**src/verilog/supply_seq_pkg.sv**
```systemverilog
// Constants for the backup supply sequencer.
// Assumes one 50 MHz clock and a classic Wishbone register port.
package supply_seq_pkg;
  localparam int unsigned CLK_HZ      = 50_000_000;
  localparam int unsigned SLOW_HZ     = 32_768;
  localparam int unsigned TICK_CYCLES = CLK_HZ / SLOW_HZ;
  localparam int unsigned XTAL_WAIT   = 32_768;
  localparam int unsigned DEBOUNCE    = 30;
  localparam int unsigned HOLD_TICKS  = 2;

  localparam logic [7:0] CTRL_OFS   = 8'h00;
  localparam logic [7:0] MODE_OFS   = 8'h04;
  localparam logic [7:0] BROWN_OFS  = 8'h08;
  localparam logic [7:0] WAKE_OFS   = 8'h0c;
  localparam logic [7:0] STATUS_OFS = 8'h10;

  // Control bits (write only, self clearing)
  localparam int CTRL_XTAL    = 0;
  localparam int CTRL_SHDN    = 1;
  localparam int CTRL_SHDNEOF = 2;
  // Mode bits
  localparam int MODE_BYPASS  = 0;
  localparam int MODE_LOSSEN  = 1;
  localparam int MODE_DEEP    = 2;
  localparam int MODE_PUMP    = 3;
  // Brownout and wake register fields
  localparam int BROWN_TH_LSB = 0;
  localparam int BROWN_SP_LSB = 4;
  localparam int BROWN_RSTEN  = 8;
  localparam int WAKE_BROWN   = 0;
  // Status bits
  localparam int ST_OSCDONE   = 0;
  localparam int ST_FIRSTUP   = 1;
  localparam int ST_LOSS      = 2;
  localparam int ST_SHDNBUSY  = 3;

  localparam logic [8:0] MODE_RST  = 9'h000;
  localparam logic [8:0] BROWN_RST = 9'h000;

  // Pin input indices
  localparam int IN_FWAKE = 0;
  localparam int IN_RGOOD = 1;
  localparam int IN_BROWN = 2;
  localparam int IN_EOF   = 3;
  localparam int IN_RCCLK = 4;
  localparam int IN_XIN   = 5;
  localparam int NUM_IN   = 6;

  typedef enum logic [3:0] {
    ST_DEBOUNCE = 4'b0000,
    ST_DEAD     = 4'b0001,
    ST_RUN      = 4'b0010,
    ST_SD_CORE  = 4'b0011,
    ST_SD_VREG  = 4'b0100,
    ST_SD_EOF   = 4'b0101,
    ST_SD_LCD   = 4'b0110,
    ST_SD_PUMP  = 4'b0111,
    ST_SD_FLASH = 4'b1000,
    ST_SD_SRAM  = 4'b1001,
    ST_SD_RTRST = 4'b1010,
    ST_SD_RTOFF = 4'b1011
  } pwr_state_t;

  typedef enum logic [1:0] {
    OSC_RC   = 2'b00,
    OSC_WAIT = 2'b01,
    OSC_SWAP = 2'b10,
    OSC_XTAL = 2'b11
  } osc_state_t;
endpackage

```
**src/verilog/backup_supply_sequencer.sv**
```systemverilog
// Backup supply sequencer: slow clock switch, brownout, power up,
// core reset and shutdown sequences, behind a Wishbone slave.
// Assumes analog cells sit outside; their levels arrive as pins.
//
// The address map and the Wishbone slave port were chosen for this implementation.
`timescale 1ns/1ps
`default_nettype none
module backup_supply_sequencer #(
  parameter int unsigned XtalWait = supply_seq_pkg::XTAL_WAIT,
  parameter int unsigned TickDiv  = supply_seq_pkg::TICK_CYCLES
) (
  input  wire logic        clock,
  input  wire logic        rst,
  input  wire logic        wb_cyc_i,
  input  wire logic        wb_stb_i,
  input  wire logic        wb_we_i,
  input  wire logic [7:0]  wb_adr_i,
  input  wire logic [3:0]  wb_sel_i,
  input  wire logic [31:0] wb_dat_i,
  output logic [31:0]      wb_dat_o,
  output logic             wb_ack_o,
  input  wire logic        forceWakePinN,
  input  wire logic        regulatorGood,
  input  wire logic        brownoutDetect,
  input  wire logic        lcdFrameEnd,
  input  wire logic        rcClkIn,
  input  wire logic        xinClkIn,
  output logic             slowClkOut,
  output logic             rcOscEn,
  output logic             xtalOscPower,
  output logic             xtalOscEn,
  output logic             brownoutEn,
  output logic [3:0]       brownoutThreshold,
  output logic             coreWake,
  output logic             supplyOn,
  output logic             regulatorOn,
  output logic             coreResetN,
  output logic             flashResetN,
  output logic             flashOn,
  output logic             sramOn,
  output logic             lcdResetN,
  output logic             lcdPumpOn,
  output logic             clockDomainResetN,
  output logic             clockDomainOn
);
  import supply_seq_pkg::*;

  // ****************************************
  // Slow tick and pin synchronisers
  // ****************************************
  logic [10:0]       tickCnt_ff;
  logic              tick_ff;
  logic [NUM_IN-1:0] pinA_ff, pinB_ff, pinC_ff, pin_ff;

  // All slow-clock actions but the source swap, the brownout reset and the wake pulse step on this enable
  always_ff @(posedge clock or posedge rst) begin
    if (rst) begin
      tickCnt_ff <= 11'h000;
      tick_ff    <= 1'b0;
    end else if (tickCnt_ff == 11'(TickDiv - 1)) begin
      tickCnt_ff <= 11'h000;
      tick_ff    <= 1'b1;
    end else begin
      tickCnt_ff <= tickCnt_ff + 11'h001;
      tick_ff    <= 1'b0;
    end
  end

  wire logic [NUM_IN-1:0] pinRaw = {xinClkIn, rcClkIn, lcdFrameEnd,
                                    brownoutDetect, regulatorGood, forceWakePinN};
  genvar gi;
  generate
    for (gi = 0; gi < NUM_IN; gi++) begin : g_sync
      always_ff @(posedge clock or posedge rst) begin
        if (rst) begin
          pinA_ff[gi] <= 1'b0;
          pinB_ff[gi] <= 1'b0;
          pinC_ff[gi] <= 1'b0;
          pin_ff[gi]  <= (gi == IN_FWAKE);
        end else begin
          pinA_ff[gi] <= pinRaw[gi];
          pinB_ff[gi] <= pinA_ff[gi];
          pinC_ff[gi] <= pinB_ff[gi];
          if (pinB_ff[gi] == pinC_ff[gi])
            pin_ff[gi] <= pinC_ff[gi];
        end
      end
    end
  endgenerate

  // ****************************************
  // Register file
  // ****************************************
  logic [8:0]  mode_ff, brown_ff;
  logic        wakeBrown_ff;
  logic        xtalReq_ff, shdnReq_ff, eofReq_ff;
  logic        oscDone_ff, firstUp_ff, lossFlag_ff;
  logic        ack_ff;
  logic [31:0] rdata_ff;
  pwr_state_t  pst_ff;
  osc_state_t  ost_ff;

  wire logic acc     = wb_cyc_i & wb_stb_i & ~ack_ff;
  wire logic wrAcc   = acc & wb_we_i & wb_sel_i[0];
  wire logic ctrlWr  = wrAcc && wb_adr_i == CTRL_OFS;
  wire logic statRd  = acc & ~wb_we_i && wb_adr_i == STATUS_OFS;
  wire logic running = pst_ff == ST_RUN;

  always_ff @(posedge clock or posedge rst) begin
    if (rst) begin
      ack_ff   <= 1'b0;
      rdata_ff <= 32'h0000_0000;
    end else begin
      ack_ff   <= acc;
      rdata_ff <= 32'h0000_0000;
      if (acc && !wb_we_i) begin
        case (wb_adr_i)
          MODE_OFS:   rdata_ff <= {28'h0000000, mode_ff[3:0]};
          BROWN_OFS:  rdata_ff <= {23'h000000, brown_ff};
          WAKE_OFS:   rdata_ff <= {31'h00000000, wakeBrown_ff};
          STATUS_OFS: rdata_ff <= {28'h0000000, ~running & supplyOn, lossFlag_ff,
                                   firstUp_ff, oscDone_ff};
          default:    rdata_ff <= 32'h0000_0000;
        endcase
      end
    end
  end

  always_ff @(posedge clock or posedge rst) begin
    if (rst) begin
      mode_ff      <= MODE_RST;
      brown_ff     <= BROWN_RST;
      wakeBrown_ff <= 1'b0;
    end else if (wrAcc) begin
      if (wb_adr_i == MODE_OFS)
        mode_ff <= {5'h00, wb_dat_i[3:0]};
      if (wb_adr_i == BROWN_OFS && wb_sel_i[1])
        brown_ff <= wb_dat_i[8:0];
      if (wb_adr_i == WAKE_OFS)
        wakeBrown_ff <= wb_dat_i[WAKE_BROWN];
    end
  end

  // Commands wait for the next tick and clear there, taken or not
  always_ff @(posedge clock or posedge rst) begin
    if (rst) begin
      xtalReq_ff <= 1'b0;
      shdnReq_ff <= 1'b0;
      eofReq_ff  <= 1'b0;
    end else begin
      if (ctrlWr && wb_dat_i[CTRL_XTAL])
        xtalReq_ff <= 1'b1;
      else if (tick_ff)
        xtalReq_ff <= 1'b0;
      if (ctrlWr && (wb_dat_i[CTRL_SHDN] || wb_dat_i[CTRL_SHDNEOF])) begin
        shdnReq_ff <= 1'b1;
        eofReq_ff  <= wb_dat_i[CTRL_SHDNEOF] & ~wb_dat_i[CTRL_SHDN];
      end else if (tick_ff) begin
        shdnReq_ff <= 1'b0;
      end
    end
  end

  // ****************************************
  // Slow clock source
  // ****************************************
  logic [15:0] xtalCnt_ff;
  logic        srcXtal_ff, slowClk_ff;

  always_ff @(posedge clock or posedge rst) begin
    if (rst) begin
      ost_ff     <= OSC_RC;
      xtalCnt_ff <= 16'h0000;
      oscDone_ff <= 1'b0;
    end else if (!supplyOn) begin
      ost_ff     <= OSC_RC;
      oscDone_ff <= 1'b0;
    end else begin
      case (ost_ff)
        OSC_RC: if (tick_ff && xtalReq_ff) begin
          ost_ff     <= OSC_WAIT;
          xtalCnt_ff <= 16'h0000;
        end
        OSC_WAIT: if (tick_ff) begin
          if (xtalCnt_ff == 16'(XtalWait - 1))
            ost_ff <= OSC_SWAP;
          else
            xtalCnt_ff <= xtalCnt_ff + 16'h0001;
        end
        OSC_SWAP: if (srcXtal_ff) begin
          ost_ff     <= OSC_XTAL;
          oscDone_ff <= 1'b1;
        end
        OSC_XTAL: ost_ff <= OSC_XTAL;
        default:  ost_ff <= OSC_RC;
      endcase
    end
  end

  // Swap only while both sources and output are low
  always_ff @(posedge clock or posedge rst) begin
    if (rst) begin
      srcXtal_ff <= 1'b0;
      slowClk_ff <= 1'b0;
    end else begin
      if (!supplyOn)
        srcXtal_ff <= 1'b0;
      else if (ost_ff == OSC_SWAP && !slowClk_ff && !pin_ff[IN_RCCLK] && !pin_ff[IN_XIN])
        srcXtal_ff <= 1'b1;
      // Bypass feeds the crystal input pin straight through
      slowClk_ff <= srcXtal_ff ? pin_ff[IN_XIN] : pin_ff[IN_RCCLK];
    end
  end

  // ****************************************
  // Brownout detector control
  // ****************************************
  logic [10:0] sampCnt_ff;
  logic        brownout_wake_en_ff, bodHit_ff, wake_ff, fwPrev_ff;
  logic [10:0] sampMax;

  always_comb begin
    case (brown_ff[BROWN_SP_LSB +: 2])
      2'h1:    sampMax = 11'h01f;
      2'h2:    sampMax = 11'h0ff;
      2'h3:    sampMax = 11'h7ff;
      default: sampMax = 11'h000;
    endcase
  end

  // One period in N
  always_ff @(posedge clock or posedge rst) begin
    if (rst) begin
      sampCnt_ff <= 11'h000;
      brownout_wake_en_ff   <= 1'b0;
    end else if (tick_ff) begin
      sampCnt_ff <= (sampCnt_ff >= sampMax) ? 11'h000 : sampCnt_ff + 11'h001;
      brownout_wake_en_ff   <= supplyOn && (sampMax == 11'h000 || sampCnt_ff == 11'h000);
    end
  end

  wire logic bodNow = brownout_wake_en_ff & pin_ff[IN_BROWN];

  always_ff @(posedge clock or posedge rst) begin
    if (rst) begin
      bodHit_ff <= 1'b0;
      wake_ff   <= 1'b0;
      fwPrev_ff <= 1'b1;
    end else begin
      bodHit_ff <= bodNow;
      fwPrev_ff <= pin_ff[IN_FWAKE];
      // A fresh brownout or pin press gives one wake pulse
      wake_ff   <= running && ((bodNow && !bodHit_ff && wakeBrown_ff) ||
                              (fwPrev_ff && !pin_ff[IN_FWAKE]));
    end
  end

  // ****************************************
  // Power sequence
  // ****************************************
  logic [4:0] dbCnt_ff;
  logic       supply_ff, vreg_ff, flashOn_ff, flashRstN_ff, sram_ff;
  logic       lcdRstN_ff, pump_ff, rtRstN_ff, rtOn_ff;
  wire logic  eofOk = pin_ff[IN_EOF];

  always_ff @(posedge clock or posedge rst) begin
    if (rst) begin
      pst_ff   <= ST_DEBOUNCE;
      dbCnt_ff <= 5'h00;
    end else if (tick_ff) begin
      case (pst_ff)
        ST_DEBOUNCE: if (dbCnt_ff == 5'(DEBOUNCE - 1))
          pst_ff <= pin_ff[IN_FWAKE] ? ST_DEAD : ST_RUN;
        else
          dbCnt_ff <= dbCnt_ff + 5'h01;
        ST_DEAD:     pst_ff <= ST_DEAD;
        ST_RUN:      if (shdnReq_ff) pst_ff <= ST_SD_CORE;
        ST_SD_CORE:  pst_ff <= ST_SD_VREG;
        ST_SD_VREG:  pst_ff <= !pump_ff ? ST_SD_FLASH : eofReq_ff ? ST_SD_EOF : ST_SD_LCD;
        // Frame end sampled high at a tick
        ST_SD_EOF:   if (eofOk) pst_ff <= ST_SD_LCD;
        ST_SD_LCD:   pst_ff <= ST_SD_PUMP;
        ST_SD_PUMP:  pst_ff <= ST_SD_FLASH;
        ST_SD_FLASH: pst_ff <= ST_SD_SRAM;
        ST_SD_SRAM:  pst_ff <= ST_SD_RTRST;
        ST_SD_RTRST: pst_ff <= ST_SD_RTOFF;
        ST_SD_RTOFF: pst_ff <= ST_DEAD;
        default:     pst_ff <= ST_DEAD;
      endcase
    end
  end

  // Power switch and domain reset outputs follow the state
  always_ff @(posedge clock or posedge rst) begin
    if (rst) begin
      supply_ff    <= 1'b0;
      vreg_ff      <= 1'b0;
      flashOn_ff   <= 1'b0;
      flashRstN_ff <= 1'b0;
      sram_ff      <= 1'b0;
      lcdRstN_ff   <= 1'b0;
      pump_ff      <= 1'b0;
      rtRstN_ff    <= 1'b0;
      rtOn_ff      <= 1'b0;
    end else begin
      case (pst_ff)
        ST_RUN: begin
          supply_ff    <= 1'b1;
          vreg_ff      <= 1'b1;
          flashOn_ff   <= 1'b1;
          flashRstN_ff <= 1'b1;
          sram_ff      <= 1'b1;
          rtOn_ff      <= 1'b1;
          rtRstN_ff    <= rtOn_ff;
          pump_ff      <= mode_ff[MODE_PUMP];
          lcdRstN_ff   <= pump_ff & mode_ff[MODE_PUMP];
        end
        ST_SD_VREG:  vreg_ff <= 1'b0;
        ST_SD_LCD:   lcdRstN_ff <= 1'b0;
        ST_SD_PUMP:  pump_ff <= 1'b0;
        ST_SD_FLASH: begin
          flashRstN_ff <= 1'b0;
          flashOn_ff   <= flashRstN_ff;
        end
        ST_SD_SRAM:  sram_ff <= 1'b0;
        ST_SD_RTRST: rtRstN_ff <= 1'b0;
        ST_SD_RTOFF: rtOn_ff <= 1'b0;
        ST_DEAD: begin
          supply_ff    <= 1'b0;
          vreg_ff      <= 1'b0;
          flashOn_ff   <= 1'b0;
          flashRstN_ff <= 1'b0;
          sram_ff      <= 1'b0;
          lcdRstN_ff   <= 1'b0;
          pump_ff      <= 1'b0;
          rtRstN_ff    <= 1'b0;
          rtOn_ff      <= 1'b0;
        end
        default:     supply_ff <= supply_ff;
      endcase
    end
  end

  // ****************************************
  // Core reset
  // ****************************************
  logic [1:0] holdCnt_ff;
  logic       goodPrev_ff, lowPrev_ff, lossAct_ff, coreRstN_ff;
  wire logic  good     = pin_ff[IN_RGOOD];
  wire logic  lossArm  = mode_ff[MODE_LOSSEN] & ~mode_ff[MODE_DEEP] & vreg_ff;
  wire logic  bodReset = bodNow & brown_ff[BROWN_RSTEN];
  wire logic  lossTrig = tick_ff & lossArm & ~good & lowPrev_ff & coreRstN_ff;

  always_ff @(posedge clock or posedge rst) begin
    if (rst) begin
      goodPrev_ff <= 1'b0;
      lowPrev_ff  <= 1'b0;
      lossAct_ff  <= 1'b0;
      holdCnt_ff  <= 2'h0;
    end else begin
      if (tick_ff) begin
        goodPrev_ff <= good;
        lowPrev_ff  <= ~good;
      end
      if (bodReset || lossTrig)
        holdCnt_ff <= 2'(HOLD_TICKS);
      else if (tick_ff && holdCnt_ff != 2'h0)
        holdCnt_ff <= holdCnt_ff - 2'h1;
      if (lossTrig)
        lossAct_ff <= 1'b1;
      else if (good)
        lossAct_ff <= 1'b0;
    end
  end

  always_ff @(posedge clock or posedge rst) begin
    if (rst) begin
      coreRstN_ff <= 1'b0;
    end else if (bodReset || lossTrig || !running) begin
      coreRstN_ff <= 1'b0;
    end else if (tick_ff && holdCnt_ff == 2'h0 && !lossAct_ff && good && goodPrev_ff) begin
      coreRstN_ff <= 1'b1;
    end
  end

  // Set beats the clear on the same edge: a status read for first-up, a brownout reset for the loss flag
  always_ff @(posedge clock or posedge rst) begin
    if (rst) begin
      firstUp_ff  <= 1'b0;
      lossFlag_ff <= 1'b0;
    end else begin
      if (tick_ff && pst_ff == ST_DEBOUNCE && dbCnt_ff == 5'(DEBOUNCE - 1) && !pin_ff[IN_FWAKE])
        firstUp_ff <= 1'b1;
      else if (statRd)
        firstUp_ff <= 1'b0;
      if (lossTrig)
        lossFlag_ff <= 1'b1;
      else if (bodReset)
        lossFlag_ff <= 1'b0;
    end
  end

  // ****************************************
  // Outputs
  // ****************************************
  always_ff @(posedge clock or posedge rst) begin
    if (rst) begin
      rcOscEn           <= 1'b0;
      xtalOscPower      <= 1'b0;
      xtalOscEn         <= 1'b0;
      brownoutThreshold <= 4'h0;
    end else begin
      rcOscEn           <= supplyOn & ~srcXtal_ff;
      xtalOscPower      <= supplyOn;
      xtalOscEn         <= supplyOn && ost_ff != OSC_RC && !mode_ff[MODE_BYPASS];
      brownoutThreshold <= brown_ff[BROWN_TH_LSB +: 4];
    end
  end

  assign wb_dat_o          = rdata_ff;
  assign wb_ack_o          = ack_ff;
  assign slowClkOut        = slowClk_ff;
  assign brownoutEn        = brownout_wake_en_ff;
  assign coreWake          = wake_ff;
  assign supplyOn          = supply_ff;
  assign regulatorOn       = vreg_ff;
  assign coreResetN        = coreRstN_ff;
  assign flashResetN       = flashRstN_ff;
  assign flashOn           = flashOn_ff;
  assign sramOn            = sram_ff;
  assign lcdResetN         = lcdRstN_ff;
  assign lcdPumpOn         = pump_ff;
  assign clockDomainResetN = rtRstN_ff;
  assign clockDomainOn     = rtOn_ff;
endmodule
`default_nettype wire

```
**config.mk**
```make
export PLATFORM = sky130hd
export DESIGN_NAME = backup_supply_sequencer
export DESIGN_NICKNAME = d
export VERILOG_FILES = /design/src/verilog/supply_seq_pkg.sv /design/src/verilog/backup_supply_sequencer.sv
export SDC_FILE = /design/constraint.sdc
export NUM_CORES = 1
export LEC_CHECK = 0
export ABC_AREA = 1
export BUFFER_PORTS_ARGS = -buffer_cell sky130_fd_sc_hd__buf_2
export CORE_AREA = 2 2 117 148
export DETAILED_ROUTE_END_ITERATION = 16
export DIE_AREA = 0 0 119 150
export PLACE_DENSITY = 0.71
export SYNTH_ARGS = -nofsm -noshare
export SYNTH_HDL_FRONTEND = slang
export SYNTH_SLANG_ARGS = --single-unit
```
**constraint.sdc**
```tcl
create_clock -name clock -period 5.19 [get_ports clock]
set_clock_uncertainty 0.15 [all_clocks]
set_input_delay 1.038 -clock clock [delete_from_list [all_inputs] [get_ports clock]]
set_output_delay 1.038 -clock clock [all_outputs]
set_load 0.005 [all_outputs]
```
==> flow_summary.json <==
{
  "syn_avg_cell_area_sq_um": 8.43,
  "setup_tns_ns": 0,
  "synth.top_cells.by_count": "nand2_1 (198), dfrtp_1 (130), inv_1 (96)",
  "cap_violations": 0,
  "ys_warn_count": 0,
  "synth.most_common_cell": "nand2_1",
  "numCtsBuffers": 17,
  "ys.flop_type": "dfrtp_1",
  "max-slew-margin-rel_pct": 39.8,
  "synth_cell_types": 45,
  "path_class": "flop to flop",
  "antenna_found_initial": 0,
  "synth.area.top_cells": "dfrtp_1 (50%), nand2_1 (11%), inv_1 (5.6%)",
  "grt_max_degree": 103,
  "ant_nets": 0,
  "routed_via_density": 4.76,
  "final_core_util_pct": 45.4,
  "sw_frac_of_total_pct": 20.3,
  "start_util_pct": 39.2,
  "path_buf_inv": 1,
  "synth_top_area_cell": "dfrtp_1",
  "syn_inst": 767,
  "cp_cell_sequence": "inv_1 > or2_2 > nor2_1 > nand4_1 > nand2_1 > o21ai_0",
  "drive_gt1_share_pct": 13.2,
  "drc": 0,
  "diodes": 0,
  "cts_root_buf": "clkbuf_16",
  "fmax_mhz": 406,
  "fin_crit_ns": 2.46,
  "pre_cts_slack_ns": 2.63,
  "gp_congestion": 0.874,
  "cts_hold_buf": 0,
  "fp.coreArea_sq_mm": 0.0165,
  "track_usage_pct": 15.9,
  "wire_per_inst_microns": 12.4,
  "drtPass1Iterations": 7,
  "nNetsFinal": 906,
  "tightest_slew_ns": 0.903,
  "p_clk_share_pct": 51.8,
  "cts_tree": "yes",
  "cp.required_ns": 5.33,
  "clk_pin_slew_ns": 0.06,
  "slowest_delay_ns": 0.80,
  "areaGrowthSynthToFinish_pct": 15.8,
  "fill_cells": 1577,
  "peakVddDrop_v": 0.000235,
  "p_leak_uw": 0.00385,
  "cts_resized": 0,
  "cts_buffer_depth": 2,
  "min_path_type": "flop to flop",
  "dpl_cell_area_sq_mm": 0.00690,
  "drt_iter0_markers": 304,
  "crit_path_end_kind": "flop",
  "p_int_uw": 1840,
  "setup_ws_ns": 2.73,
  "synthArstFlopShare_pct": 100,
  "dp.cells": 1037,
  "overflow": 0,
  "status": "finished clean",
  "die_y_microns": 150,
  "setup_viol": 0,
  "worstPathMaxFanout": 21,
  "grt_pass1_wl_mm": 22.6,
  "wl_mm": 13.2,
  "worst_skew_pair.late_latency_ns": 0.41,
  "p_switching_uw": 468,
  "ys_ff_latch": 132,
  "arrival_ns": 2.60,
  "fin_area_sq_mm": 0.00749,
  "power_per_cell_area_mw_per_mm2": 308,
  "critical_path.slowest_cell": "dfrtp_1",
  "period_share_pct": 47.5,
  "finalNonFillerCells": 1067,
  "seqPwrFrac_pct": 45.8,
  "synth_area_sq_mm": 0.00646,
  "comb_power_share_pct": 2.5,
  "io_pins": 108,
  "cp_top_family": "simple AND/OR/NAND/NOR gates",
  "hold_viol": 0,
  "die_area_sq_mm": 0.0179,
  "rsz0062_at_grt": "no",
  "htree_levels": 4,
  "dpl.hpwl_mm": 9.26,
  "slew_violations": 0,
  "cts_sinks": 132,
  "via_count": 5077,
  "row_count": 53,
  "die_x_microns": 119,
  "portBuffers": 59,
  "post_cts_buffers": 0,
  "ys_seq_area_share_pct": 51.1,
  "grt_pass1_vias": 4906,
  "synth_top_cell_area_share_pct": 50.3,
  "start_kind": "flop",
  "synth-edff-count": 0
}
registers in the layout, indices dropped and copies added (netlist names), 5 cells and up:
signal      cells
pinC_ff         6
dbCnt_ff        5
xtalCnt_ff     16
wb_dat_o        9
sampCnt_ff     11
pinA_ff         6
tickCnt_ff     11
brown_ff        9
pinB_ff         6
placed cells by master, fill, tap and decap left out, types with 2 or more instances in the layout:
cell type	count
bufinv_16	3
o211ai_1	2
clkbuf_8	2
nand3_1	51
ha_1	15
or2_2	2
o21ai_1	8
xor2_1	11
maj3_1	6
dfstp_2	2
clkinv_2	3
o2111ai_1	2
nand4_1	18
clkinv_4	2
nor2_4	2
dfrtp_1	130
o21ai_0	41
nand2_1	198
o21bai_1	5
a21oi_1	20
buf_2	59
clkbuf_1	2
nor2_2	3
o21a_1	2
inv_1	95
nor2_1	75
xnor2_1	8
o21ai_2	2
conb_1	23
nor4_1	2
nand2_2	3
nand3b_1	3
inv_2	2
clkbuf_16	17
nor3_1	12
logic make-up (layout without fill, tap and decap cells):
kind of cell,count (synthesis),in the layout,share of synthesized area [%]
AOI/OAI and AO/OA,86,86,7.49
xor gates and xnor gates,19,19,2.57
adders and majority gates,21,21,3.83
buffers and inverters,130,188,9.29
DFF,132,132,51.1
muxes,1,1,0.174
other,1,23,0.0580
and+or+nand+nor,377,377,25.5
metal layers:
layer	vias to the layer above	GRT usage [%]	share of wire [%]
met5	-	0	0
met4	0	6.96	2.3
met3	22	3.58	3.1
met2	86	28.9	52
met1	2416	17.8	43
li1	2553	-	-
power by group through the flow:
stage                     Sequential, uW  Clock, uW  Combinational, uW
after floorplan                     1070          0               47.1
after global placement              1070          0               57.9
after detailed placement            1070          0               58.7
after CTS                           1050       1220               59.1
after global routing                1060       1260               67.4
final                               1050       1190               57.0
cell type report:
| cell class | count | area [sq um] | share of cell area, % |
|---|---|---|---|
| well taps | 220 | 275 | 3.68 |
| flip-flops and latches | 132 | 3310 | 44.1 |
| multi-input cells | 527 | 2640 | 35.3 |
| clock inverters | 9 | 130 | 1.74 |
| inverters | 98 | 373 | 4.98 |
| repair buffers | 60 | 303 | 4.04 |
| clock buffers | 21 | 460 | 6.15 |
final timing paths:
check	slack, ns	cells past startpoint	from	endpoint
worst max register to register	2.73	6	tick_ff	lossFlag_ff
max in group asynchronous	3.23	3	rst	dbCnt_ff[4]
min in group asynchronous	0.65	2	rst	pinA_ff[3]
worst min-delay path	0.20	0	pinA_ff[3]	pinB_ff[3]
worst max-delay path	2.73	6	tick_ff	lossFlag_ff
worst min register to register	0.20	0	pinA_ff[3]	pinB_ff[3]
stage by stage:
step | hold WS (ns) | total power, uW
3_3_place_gp | 0.183 | 1130
3_5_place_dp | 0.188 | 1130
2_1_floorplan | 0.181 | 1120
4_1_cts | 0.201 | 2330
5_1_grt | 0.203 | 2390
6_report | 0.196 | 2300
Note: power is estimated with default switching activity, not from simulation.
